<file path="src/verilog/serial_port_pkg.sv">
// constants and carrier types for the dual mode serial control port
// Notes on behaviour
// - chip select rising loads shift word into latch
// - i2c address 0x60 with select high, 0x40 low
// - four-wire data moves in 8-bit words
// - i2c data pin receives and returns data
// - readback shifts out on dedicated data output
// - disable input high turns rf output off
// - lock indicator high when locked, low otherwise
// - lo monitor: four levels or switched off
// - external double lo selectable by programming
package serial_port_pkg;

  localparam int          NUM_LATCHES   = 31;
  localparam int          WORD_BITS     = 8;
  localparam int          ADDR_BITS     = 5;
  localparam int          CNT_BITS      = 4;
  localparam logic [3:0]  WORD_CNT      = 4'h8;
  localparam logic [7:0]  LATCH_RESET   = 8'h00;
  // four-wire command byte: bit 7 asks for readback, low bits pick the latch
  localparam int          CMD_READ_BIT  = 7;
  // i2c slave addresses, seven bits, picked by the chip select level
  localparam logic [6:0]  I2C_ADDR_CS_HI = 7'h60;
  localparam logic [6:0]  I2C_ADDR_CS_LO = 7'h40;
  // latch that steers the lo monitor and the lo source
  localparam logic [4:0]  LO_CTRL_LATCH  = 5'h05;
  localparam int          LO_LEVEL_LSB   = 0;
  localparam int          LO_MON_EN_BIT  = 2;
  localparam int          EXT_LO_SEL_BIT = 3;
  // positions in the synchroniser vector
  localparam int          SY_MODE = 0;
  localparam int          SY_CS   = 1;
  localparam int          SY_CLK  = 2;
  localparam int          SY_DATA = 3;
  localparam int          SY_DIS  = 4;
  localparam int          SY_LOCK = 5;
  localparam int          SY_BITS = 6;

  typedef struct packed {
    logic                 en;
    logic [ADDR_BITS-1:0] addr;
    logic [WORD_BITS-1:0] data;
  } latch_wr_t;

  typedef struct packed {
    logic       ext_double_lo_sel;
    logic       lo_monitor_en;
    logic [1:0] lo_monitor_level;
  } lo_ctrl_t;

  typedef enum logic [2:0] {
    I2C_IDLE,
    I2C_RX,
    I2C_ACK,
    I2C_TX,
    I2C_RACK
  } i2c_state_t;

endpackage : serial_port_pkg
</file>
<file path="src/verilog/dual_mode_serial_control_port.sv">
// four-wire and i2c control port with latch bank and pin level status
`timescale 1ns/1ps
module dual_mode_serial_control_port
(
  input  wire logic                  clk_i,
  input  wire logic                  rstn_i,
  input  wire logic                  i2c_mode_i,
  input  wire logic                  chip_select_i,
  input  wire logic                  serial_clock_i,
  input  wire logic                  serial_data_i,
  output logic                       serial_data_o,
  output logic                       serial_data_oe_o,
  output logic                       serial_readback_out_o,
  input  wire logic                  rf_output_disable_i,
  output logic                       rf_output_enable_o,
  input  wire logic                  pll_locked_i,
  output logic                       pll_lock_indicator_o,
  output serial_port_pkg::lo_ctrl_t  lo_ctrl_o,
  output serial_port_pkg::latch_wr_t latch_wr_o
);

  //////////////////////////////////////////////////////////////////////////////
  // synchronisers: every pin crosses two flops; the third stage is for edges

  logic [serial_port_pkg::SY_BITS-1:0] sync1_q;
  logic [serial_port_pkg::SY_BITS-1:0] sync2_q;
  logic [serial_port_pkg::SY_BITS-1:0] sync3_q;

  always_ff @(posedge clk_i)
  begin
    if (!rstn_i)
    begin
      sync1_q <= '0;
      sync2_q <= '0;
      sync3_q <= '0;
    end
    else
    begin
      sync1_q <= {pll_locked_i, rf_output_disable_i, serial_data_i,
                  serial_clock_i, chip_select_i, i2c_mode_i};
      sync2_q <= sync1_q;
      sync3_q <= sync2_q;
    end
  end

  logic i2c_mode;
  logic cs;
  logic clk_rise;
  logic clk_fall;
  logic dat;
  logic cs_rise;
  logic start_cond;
  logic stop_cond;

  // host supplies the serial clock; its edges are found on the system clock
  assign i2c_mode   = sync2_q[serial_port_pkg::SY_MODE];
  assign cs         = sync2_q[serial_port_pkg::SY_CS];
  assign dat        = sync2_q[serial_port_pkg::SY_DATA];
  assign clk_rise   = sync2_q[serial_port_pkg::SY_CLK] & ~sync3_q[serial_port_pkg::SY_CLK];
  assign clk_fall   = ~sync2_q[serial_port_pkg::SY_CLK] & sync3_q[serial_port_pkg::SY_CLK];
  assign cs_rise    = cs & ~sync3_q[serial_port_pkg::SY_CS];
  // start and stop are data edges while the clock stays high
  assign start_cond = i2c_mode & sync2_q[serial_port_pkg::SY_CLK]
                      & sync3_q[serial_port_pkg::SY_CLK] & ~dat
                      & sync3_q[serial_port_pkg::SY_DATA];
  assign stop_cond  = i2c_mode & sync2_q[serial_port_pkg::SY_CLK]
                      & sync3_q[serial_port_pkg::SY_CLK] & dat
                      & ~sync3_q[serial_port_pkg::SY_DATA];

  //////////////////////////////////////////////////////////////////////////////
  // latch bank

  logic [serial_port_pkg::WORD_BITS-1:0] latch_q [serial_port_pkg::NUM_LATCHES];
  serial_port_pkg::latch_wr_t            spi_wr;
  serial_port_pkg::latch_wr_t            i2c_wr;
  serial_port_pkg::latch_wr_t            wr;

  // the two ports never run together, mode picks which one may write
  assign wr = i2c_mode ? i2c_wr : spi_wr;

  generate
    for (genvar gi = 0; gi < serial_port_pkg::NUM_LATCHES; gi++)
    begin : g_latch
      always_ff @(posedge clk_i)
      begin
        if (!rstn_i)
          latch_q[gi] <= serial_port_pkg::LATCH_RESET;
        else if (wr.en && wr.addr == 5'(gi))
          latch_q[gi] <= wr.data;
      end
    end
  endgenerate

  always_ff @(posedge clk_i)
  begin
    if (!rstn_i)
      latch_wr_o <= '0;
    else
      latch_wr_o <= wr;
  end

  //////////////////////////////////////////////////////////////////////////////
  // four-wire port: command byte, then data byte, committed on select rising

  logic [serial_port_pkg::WORD_BITS-1:0] spi_sh_q;
  logic [serial_port_pkg::CNT_BITS-1:0]  spi_cnt_q;
  logic [serial_port_pkg::ADDR_BITS-1:0] spi_addr_q;
  logic                                  spi_rd_q;
  logic                                  spi_cmd_done_q;
  logic                                  spi_have_data_q;
  logic [serial_port_pkg::WORD_BITS-1:0] spi_data_q;
  logic [serial_port_pkg::WORD_BITS-1:0] spi_tx_q;
  logic [serial_port_pkg::WORD_BITS-1:0] spi_byte;

  assign spi_byte = {spi_sh_q[6:0], dat};

  always_ff @(posedge clk_i)
  begin
    if (!rstn_i || i2c_mode || cs)
    begin
      spi_sh_q        <= '0;
      spi_cnt_q       <= '0;
      spi_addr_q      <= '0;
      spi_rd_q        <= 1'b0;
      spi_cmd_done_q  <= 1'b0;
      spi_have_data_q <= 1'b0;
      spi_data_q      <= '0;
    end
    else if (clk_rise)
    begin
      spi_sh_q <= spi_byte;
      if (spi_cnt_q == serial_port_pkg::WORD_CNT - 4'h1)
      begin
        spi_cnt_q <= '0;
        if (!spi_cmd_done_q)
        begin
          spi_cmd_done_q <= 1'b1;
          spi_addr_q     <= spi_byte[serial_port_pkg::ADDR_BITS-1:0];
          spi_rd_q       <= spi_byte[serial_port_pkg::CMD_READ_BIT];
        end
        else
        begin
          spi_have_data_q <= 1'b1;
          spi_data_q      <= spi_byte;
        end
      end
      else
        spi_cnt_q <= spi_cnt_q + 4'h1;
    end
  end

  // the write lands only when a full data byte was seen and the index exists
  always_comb
  begin
    spi_wr.en   = cs_rise & ~i2c_mode & spi_have_data_q & ~spi_rd_q
                  & (spi_addr_q < 5'(serial_port_pkg::NUM_LATCHES));
    spi_wr.addr = spi_addr_q;
    spi_wr.data = spi_data_q;
  end

  // readback word loads after the command byte and shifts on falling clock
  logic spi_load_tx;
  assign spi_load_tx = ~cs & ~i2c_mode & clk_rise & ~spi_cmd_done_q
                       & (spi_cnt_q == serial_port_pkg::WORD_CNT - 4'h1);

  always_ff @(posedge clk_i)
  begin
    if (!rstn_i || cs || i2c_mode)
      spi_tx_q <= '0;
    else if (spi_load_tx)
      spi_tx_q <= (spi_byte[serial_port_pkg::ADDR_BITS-1:0]
                   < 5'(serial_port_pkg::NUM_LATCHES))
                  ? latch_q[spi_byte[serial_port_pkg::ADDR_BITS-1:0]] : '0;
    else if (clk_fall && spi_cmd_done_q && spi_rd_q)
      spi_tx_q <= {spi_tx_q[6:0], 1'b0};
  end

  always_ff @(posedge clk_i)
  begin
    if (!rstn_i)
      serial_readback_out_o <= 1'b0;
    else
      serial_readback_out_o <= spi_cmd_done_q & spi_rd_q & spi_tx_q[7];
  end

  //////////////////////////////////////////////////////////////////////////////
  // i2c port: address, latch pointer, then data bytes with auto increment

  serial_port_pkg::i2c_state_t           i2c_state_q;
  logic [serial_port_pkg::WORD_BITS-1:0] i2c_sh_q;
  logic [serial_port_pkg::CNT_BITS-1:0]  i2c_cnt_q;
  logic [1:0]                            i2c_byte_q;
  logic                                  i2c_rw_q;
  logic [serial_port_pkg::ADDR_BITS-1:0] i2c_ptr_q;
  logic [serial_port_pkg::WORD_BITS-1:0] i2c_tx_q;
  logic [6:0]                            my_addr;
  logic                                  i2c_byte_end;

  assign my_addr      = cs ? serial_port_pkg::I2C_ADDR_CS_HI
                           : serial_port_pkg::I2C_ADDR_CS_LO;
  assign i2c_byte_end = clk_fall && i2c_cnt_q == serial_port_pkg::WORD_CNT;

  always_comb
  begin
    i2c_wr.en   = (i2c_state_q == serial_port_pkg::I2C_RX) & i2c_byte_end
                  & (i2c_byte_q == 2'h2)
                  & (i2c_ptr_q < 5'(serial_port_pkg::NUM_LATCHES));
    i2c_wr.addr = i2c_ptr_q;
    i2c_wr.data = i2c_sh_q;
  end

  always_ff @(posedge clk_i)
  begin
    if (!rstn_i || !i2c_mode || stop_cond)
    begin
      i2c_state_q      <= serial_port_pkg::I2C_IDLE;
      i2c_sh_q         <= '0;
      i2c_cnt_q        <= '0;
      i2c_byte_q       <= '0;
      i2c_rw_q         <= 1'b0;
      i2c_ptr_q        <= '0;
      i2c_tx_q         <= '0;
      serial_data_oe_o <= 1'b0;
    end
    else if (start_cond)
    begin
      i2c_state_q      <= serial_port_pkg::I2C_RX;
      i2c_cnt_q        <= '0;
      i2c_byte_q       <= '0;
      serial_data_oe_o <= 1'b0;
    end
    else
    begin
      unique case (i2c_state_q)
        serial_port_pkg::I2C_IDLE: ;
        serial_port_pkg::I2C_RX:
        begin
          if (clk_rise && i2c_cnt_q != serial_port_pkg::WORD_CNT)
          begin
            i2c_sh_q  <= {i2c_sh_q[6:0], dat};
            i2c_cnt_q <= i2c_cnt_q + 4'h1;
          end
          else if (i2c_byte_end)
          begin
            i2c_cnt_q <= '0;
            if (i2c_byte_q == 2'h0 && i2c_sh_q[7:1] != my_addr)
              i2c_state_q <= serial_port_pkg::I2C_IDLE;
            else
            begin
              i2c_state_q      <= serial_port_pkg::I2C_ACK;
              serial_data_oe_o <= 1'b1;
              if (i2c_byte_q == 2'h0)
                i2c_rw_q <= i2c_sh_q[0];
              else if (i2c_byte_q == 2'h1)
                i2c_ptr_q <= i2c_sh_q[serial_port_pkg::ADDR_BITS-1:0];
              else
                i2c_ptr_q <= i2c_ptr_q + 5'h01;
              if (i2c_byte_q != 2'h2)
                i2c_byte_q <= i2c_byte_q + 2'h1;
            end
          end
        end
        serial_port_pkg::I2C_ACK:
        begin
          if (clk_fall)
          begin
            if (i2c_rw_q)
            begin
              // reads return the latch under the pointer, data pin drives low bits
              i2c_tx_q <= (i2c_ptr_q < 5'(serial_port_pkg::NUM_LATCHES))
                          ? latch_q[i2c_ptr_q] : '0;
              serial_data_oe_o <= (i2c_ptr_q < 5'(serial_port_pkg::NUM_LATCHES))
                                  ? ~latch_q[i2c_ptr_q][7] : 1'b1;
              i2c_ptr_q   <= i2c_ptr_q + 5'h01;
              i2c_cnt_q   <= 4'h1;
              i2c_state_q <= serial_port_pkg::I2C_TX;
            end
            else
            begin
              serial_data_oe_o <= 1'b0;
              i2c_state_q      <= serial_port_pkg::I2C_RX;
            end
          end
        end
        serial_port_pkg::I2C_TX:
        begin
          if (clk_fall)
          begin
            if (i2c_cnt_q == serial_port_pkg::WORD_CNT)
            begin
              serial_data_oe_o <= 1'b0;
              i2c_state_q      <= serial_port_pkg::I2C_RACK;
            end
            else
            begin
              serial_data_oe_o <= ~i2c_tx_q[6];
              i2c_tx_q         <= {i2c_tx_q[6:0], 1'b0};
              i2c_cnt_q        <= i2c_cnt_q + 4'h1;
            end
          end
        end
        serial_port_pkg::I2C_RACK:
        begin
          // a master ack hands over to the load step so the next byte starts at
          // the ninth fall, not one clock late; a nack releases the bus until the next start
          if (clk_rise)
            i2c_state_q <= dat ? serial_port_pkg::I2C_IDLE : serial_port_pkg::I2C_ACK;
        end
      endcase
    end
  end

  // open drain: only ever pulls low
  always_ff @(posedge clk_i)
  begin
    if (!rstn_i)
      serial_data_o <= 1'b0;
    else
      serial_data_o <= 1'b0;
  end

  //////////////////////////////////////////////////////////////////////////////
  // pin level status and lo control outputs

  always_ff @(posedge clk_i)
  begin
    if (!rstn_i)
    begin
      rf_output_enable_o   <= 1'b0;
      pll_lock_indicator_o <= 1'b0;
      lo_ctrl_o            <= '0;
    end
    else
    begin
      rf_output_enable_o   <= ~sync2_q[serial_port_pkg::SY_DIS];
      pll_lock_indicator_o <= sync2_q[serial_port_pkg::SY_LOCK];
      lo_ctrl_o.lo_monitor_level  <= latch_q[serial_port_pkg::LO_CTRL_LATCH]
                                     [serial_port_pkg::LO_LEVEL_LSB +: 2];
      lo_ctrl_o.lo_monitor_en     <= latch_q[serial_port_pkg::LO_CTRL_LATCH]
                                     [serial_port_pkg::LO_MON_EN_BIT];
      lo_ctrl_o.ext_double_lo_sel <= latch_q[serial_port_pkg::LO_CTRL_LATCH]
                                     [serial_port_pkg::EXT_LO_SEL_BIT];
    end
  end

endmodule : dual_mode_serial_control_port

</file>
<file path="config.mk">
export PLATFORM = sky130hd
export DESIGN_NAME = dual_mode_serial_control_port
export DESIGN_NICKNAME = d
export VERILOG_FILES = /design/src/verilog/serial_port_pkg.sv /design/src/verilog/dual_mode_serial_control_port.sv
export SDC_FILE = /design/constraint.sdc
export NUM_CORES = 1
export LEC_CHECK = 0
export ABC_CLOCK_PERIOD_IN_PS = 2100
export BUFFER_PORTS_ARGS = -buffer_cell sky130_fd_sc_hd__buf_4
export CORE_ASPECT_RATIO = 0.7
export CORE_MARGIN = 2
export CORE_UTILIZATION = 57
export CTS_CLUSTER_DIAMETER = 60
export CTS_CLUSTER_SIZE = 20
export DETAILED_ROUTE_END_ITERATION = 16
export GPL_ROUTABILITY_DRIVEN = 1
export PLACE_DENSITY = 0.76
export SETUP_SLACK_MARGIN = 0.02
export SLEW_MARGIN = 25
export SYNTH_ARGS = -nofsm -noshare
export SYNTH_HDL_FRONTEND = slang
export SYNTH_SLANG_ARGS = --single-unit
</file>
<file path="constraint.sdc">
create_clock -name clk_i -period 2.1 [get_ports clk_i]
set_input_delay 0.42 -clock clk_i [delete_from_list [all_inputs] [get_ports clk_i]]
set_output_delay 0.42 -clock clk_i [all_outputs]
set_load 0.05 [all_outputs]
</file>
==> summary.md <==
| Metric | Value |
|---|---|
| Clock power frac | `36.3%` |
| Hold Path Origin | `pll_locked_i` |
| Iter 0 DRT Violations | `around 2400` |
| Non-Filler Instances | `2098` |
| Slowest CP cell | `mux4_2` |
| Leak pwr | `7.54 nW` |
| Initial antenna violation count | `1` |
| Netlist cell types | `a little over 70` |
| Die height | `around 150 µm` |
| Failing checks | `negative setup slack` |
| Net Sw Power | `3.44 mW` |
| Yosys top cell area share | `42.0%` |
| Number of global-route vias before repair | `13201` |
| Die area | `32600 µm²` |
| Syn_area_per_cell | `between 10 and 15 µm²` |
| CP Max Fanout | `7` |
| Reg2Reg Launch Point | `sync2_q[3]` |
| Worst-skew pair later-pin latency | `0.58 ns` |
| Routed WL per cell | `just over 30 µm` |
| Vias/cell | `6.95` |
| Terminus of the critical flop-to-flop path | `spi_tx_q[1]` |
| Worst Hold Path Cells | `2` |
| Worst EP arrival | `2.75 ns` |
| Startpoint Class | `register` |
| Min cycle time layout | `around 2.3 ns` |
| Top-count cell post-synth | `nor2_1` |
| Largest area contributor in the netlist | `edfxtp_1` |
| Max H-tree Level | `1` |
| Synthesized area | `between 15000 and 20000 µm²` |
| Max-slew violations | `0` |
| Setup Viol. Count Final | `475` |
| Grt ovf | `0` |
| Hold endpoint | `sync1_q[5]` |
| Ys Warns | `0` |
| Initial Utilization | `57.5%` |
| Fmax | `436 MHz` |
| TritonRoute pass-1 iters | `6` |
| Vias | `14587` |
| Fin. Hold Viols | `0` |
| RSZ-0062 raised after global routing | `true` |
| Gate power share | `6.9%` |
| R2r setup slk | `-0.19 ns` |
| CTS max path bufs | `3` |
| #FFs+latches synth | `355` |
| Port Buffer Count | `29` |
| Status | `finished with violations` |
| Final WS setup | `-0.192 ns` |
| Int Power | `10.6 mW` |
| Sequential share of the synthesized area | `54.0%` |
| CTS tree | `yes` |
| GRT Util Overall | `34.3%` |
| Post-synth top cells | `nor2_1 (306), edfxtp_1 (248), nand2_1 (112)` |
| First-pass GRT wire length | `roughly 80 mm` |
| Ant. Diodes | `0` |
| # DRC | `0` |
| Top post-synthesis cells by area | `edfxtp_1 (42%), mux4_2 (14%), dfxtp_1 (12%)` |
| Most used DFF post-synth | `edfxtp_1` |
| Fin nets | `between 1500 and 2000` |
| CTS root buf | `clkbuf_16` |
| Asr flop ratio synth | `0%` |
| Final core utilization | `78.4%` |
| Slowest cell delay on critical path | `about 0.52 ns` |
| Largest net degree at the start of global routing | `36` |
| Core area | `30900 µm²` |
| Area delta synth->final | `36.4%` |
| Seq pwr share | `56.8%` |
| Crit end category | `register` |
| Skew final | `roughly 0.019 ns` |
| Post-synth net total | `1488` |
| Count of boundary I/O pins | `31` |
| EDFF count, synth | `248` |
| DP HPWL | `37.7 mm` |
| Slew headroom | `approximately 56%` |
| Tcrit/Tclk final | `109%` |
| Max cap viols | `0` |
| Layout cells sized above 1 | `approximately 47%` |
| Synth Instances | `1473` |
| Post-Route WL | `~63 mm` |
| RD Place Congestion | `approximately 0.96` |
| Setup CP Type | `reg -> reg` |
| CTS Buf Count | `24` |
| DIE WIDTH | `215 µm` |
| DRT antenna net count | `0` |
| Hold Buf Count CTS | `0` |
| Measured slew at the worst slew-check pin | `0.650 ns` |
| Reg2reg path depth | `8` |
| Pwr dens | `between 500 and 600 nW/µm²` |
| Critical Path RT | `~2.6 ns` |
| CP cell instances | `buf_8, mux4_2, nor2b_1, a211oi_1, buf_4, a21oi_1, a22oi_1, o31ai_1` |
| Placed insts | `between 1500 and 2000` |
| Reg clk slew, reported paths | `about 0.090 ns` |
| Worst min path class | `in -> reg` |
| Num rows | `54` |
| Switching portion of total power | `24.4%` |
| Worst vdd rail ir drop | `0.843 mV` |
| Clock sink count | `355` |
## cells in the final DEF (no fill, tap or decap), types with 10 or more instances in the layout
cell type,instances
nand2_1,77
buf_4,169
and2_1,24
nand2_8,53
nor2_2,42
mux2i_1,81
a211oi_1,10
edfxtp_1,248
nor2_1,99
buf_8,10
nand3_1,23
mux4_2,107
o21ai_0,28
a21oi_1,46
buf_12,67
mux2_2,13
nor2b_1,28
inv_1,17
a211oi_2,11
clkbuf_16,30
nor2_4,168
buf_6,23
dfxtp_1,99
## state kept, by name (all words and copies together), names as in the netlist, 4 cells and up, named ones only
signal	flops
lo_ctrl_o	4
sync2_q	6
spi_data_q	8
sync1_q	6
spi_sh_q	7
latch_wr_o	14
spi_addr_q	5
i2c_cnt_q	4
latch_q	248
spi_tx_q	8
spi_cnt_q	4
i2c_ptr_q	5
i2c_tx_q	7
i2c_sh_q	8
## routing by layer
metal,part of all wire [%],global-route usage (%)
met5,0.019,0
met1,37,47.9
met3,15,12.9
met4,5.3,12.2
met2,43,49.5
## logic make-up (layout without fill, tap and decap cells)
group | after synthesis | count (layout) | synth area share [%]
other | 1 | 1 | 0.0211
XOR/XNOR | 3 | 3 | 0.148
flip-flops | 355 | 355 | 54.0
AO/OA/AOI/OAI | 172 | 172 | 6.35
multiplexers | 214 | 214 | 19.7
buffers and inverters | 130 | 335 | 3.37
AND/OR/NAND/NOR | 591 | 591 | 15.9
adder cells (fa/ha/maj) | 7 | 7 | 0.494
## critical path, delay by kind of cell (launching register included)
kind / cells / cell delay [ns]
AND/OR/NAND/NOR: 1 / 0.17
multiplexers: 1 / 0.52
buffers and inverters: 2 / 0.34
AO/OA/AOI/OAI: 4 / 0.68
flip-flops: 1 / 0.47
## layout make-up
cell class	instances	area, µm²
multi-input cells	988	10100
flip-flops and latches	355	9610
fillers	1616	6670
repair buffers	272	3090
clock buffers	35	706
well taps	420	526
clock inverters	9	90.1
inverters	19	71.3
## worst max path at each step
stage	startpoint	endpoint
2_1_floorplan	i2c_cnt_q[0]	latch_q[27][0]
3_3_place_gp	sync2_q[3]	spi_tx_q[7]
3_5_place_dp	sync2_q[3]	spi_tx_q[7]
4_1_cts	i2c_cnt_q[0]	latch_q[17][2]
5_1_grt	i2c_cnt_q[0]	latch_q[27][6]
6_report	sync2_q[3]	spi_tx_q[1]
## repair_timing
item,in CTS,in global routing
setup endpoints to repair,502,524
pin swaps,200,101
buffers inserted,20,37
cloned,1,3
resized for setup,252,407
## metrics by stage
step                setup TNS [ns]  power, mW  setup slack [ns]  hold WS [ns]  instance area [µm²]
CTS                         -32.46       13.8            -0.141        0.0516                22200
detailed placement          -20.20       8.86            -0.200         0.381                20000
finish                      -20.81       14.1            -0.192        0.0588                24200
global placement             -8.87       8.83            -0.131         0.369                20000
global route                -61.40       14.3            -0.217        0.0589                24200
floorplan                    -2.61       8.49           -0.0413         0.367                18000
## power by group through the flow
stage / logic [mW] / clock network (mW) / registers, mW
2_1_floorplan: 0.514 / 0 / 7.98
3_3_place_gp: 0.755 / 0 / 8.08
3_5_place_dp: 0.768 / 0 / 8.09
4_1_cts: 0.840 / 5.01 / 7.93
5_1_grt: 0.994 / 5.31 / 7.99
6_report: 0.969 / 5.11 / 7.98
Power figures use the tool's default switching activity.
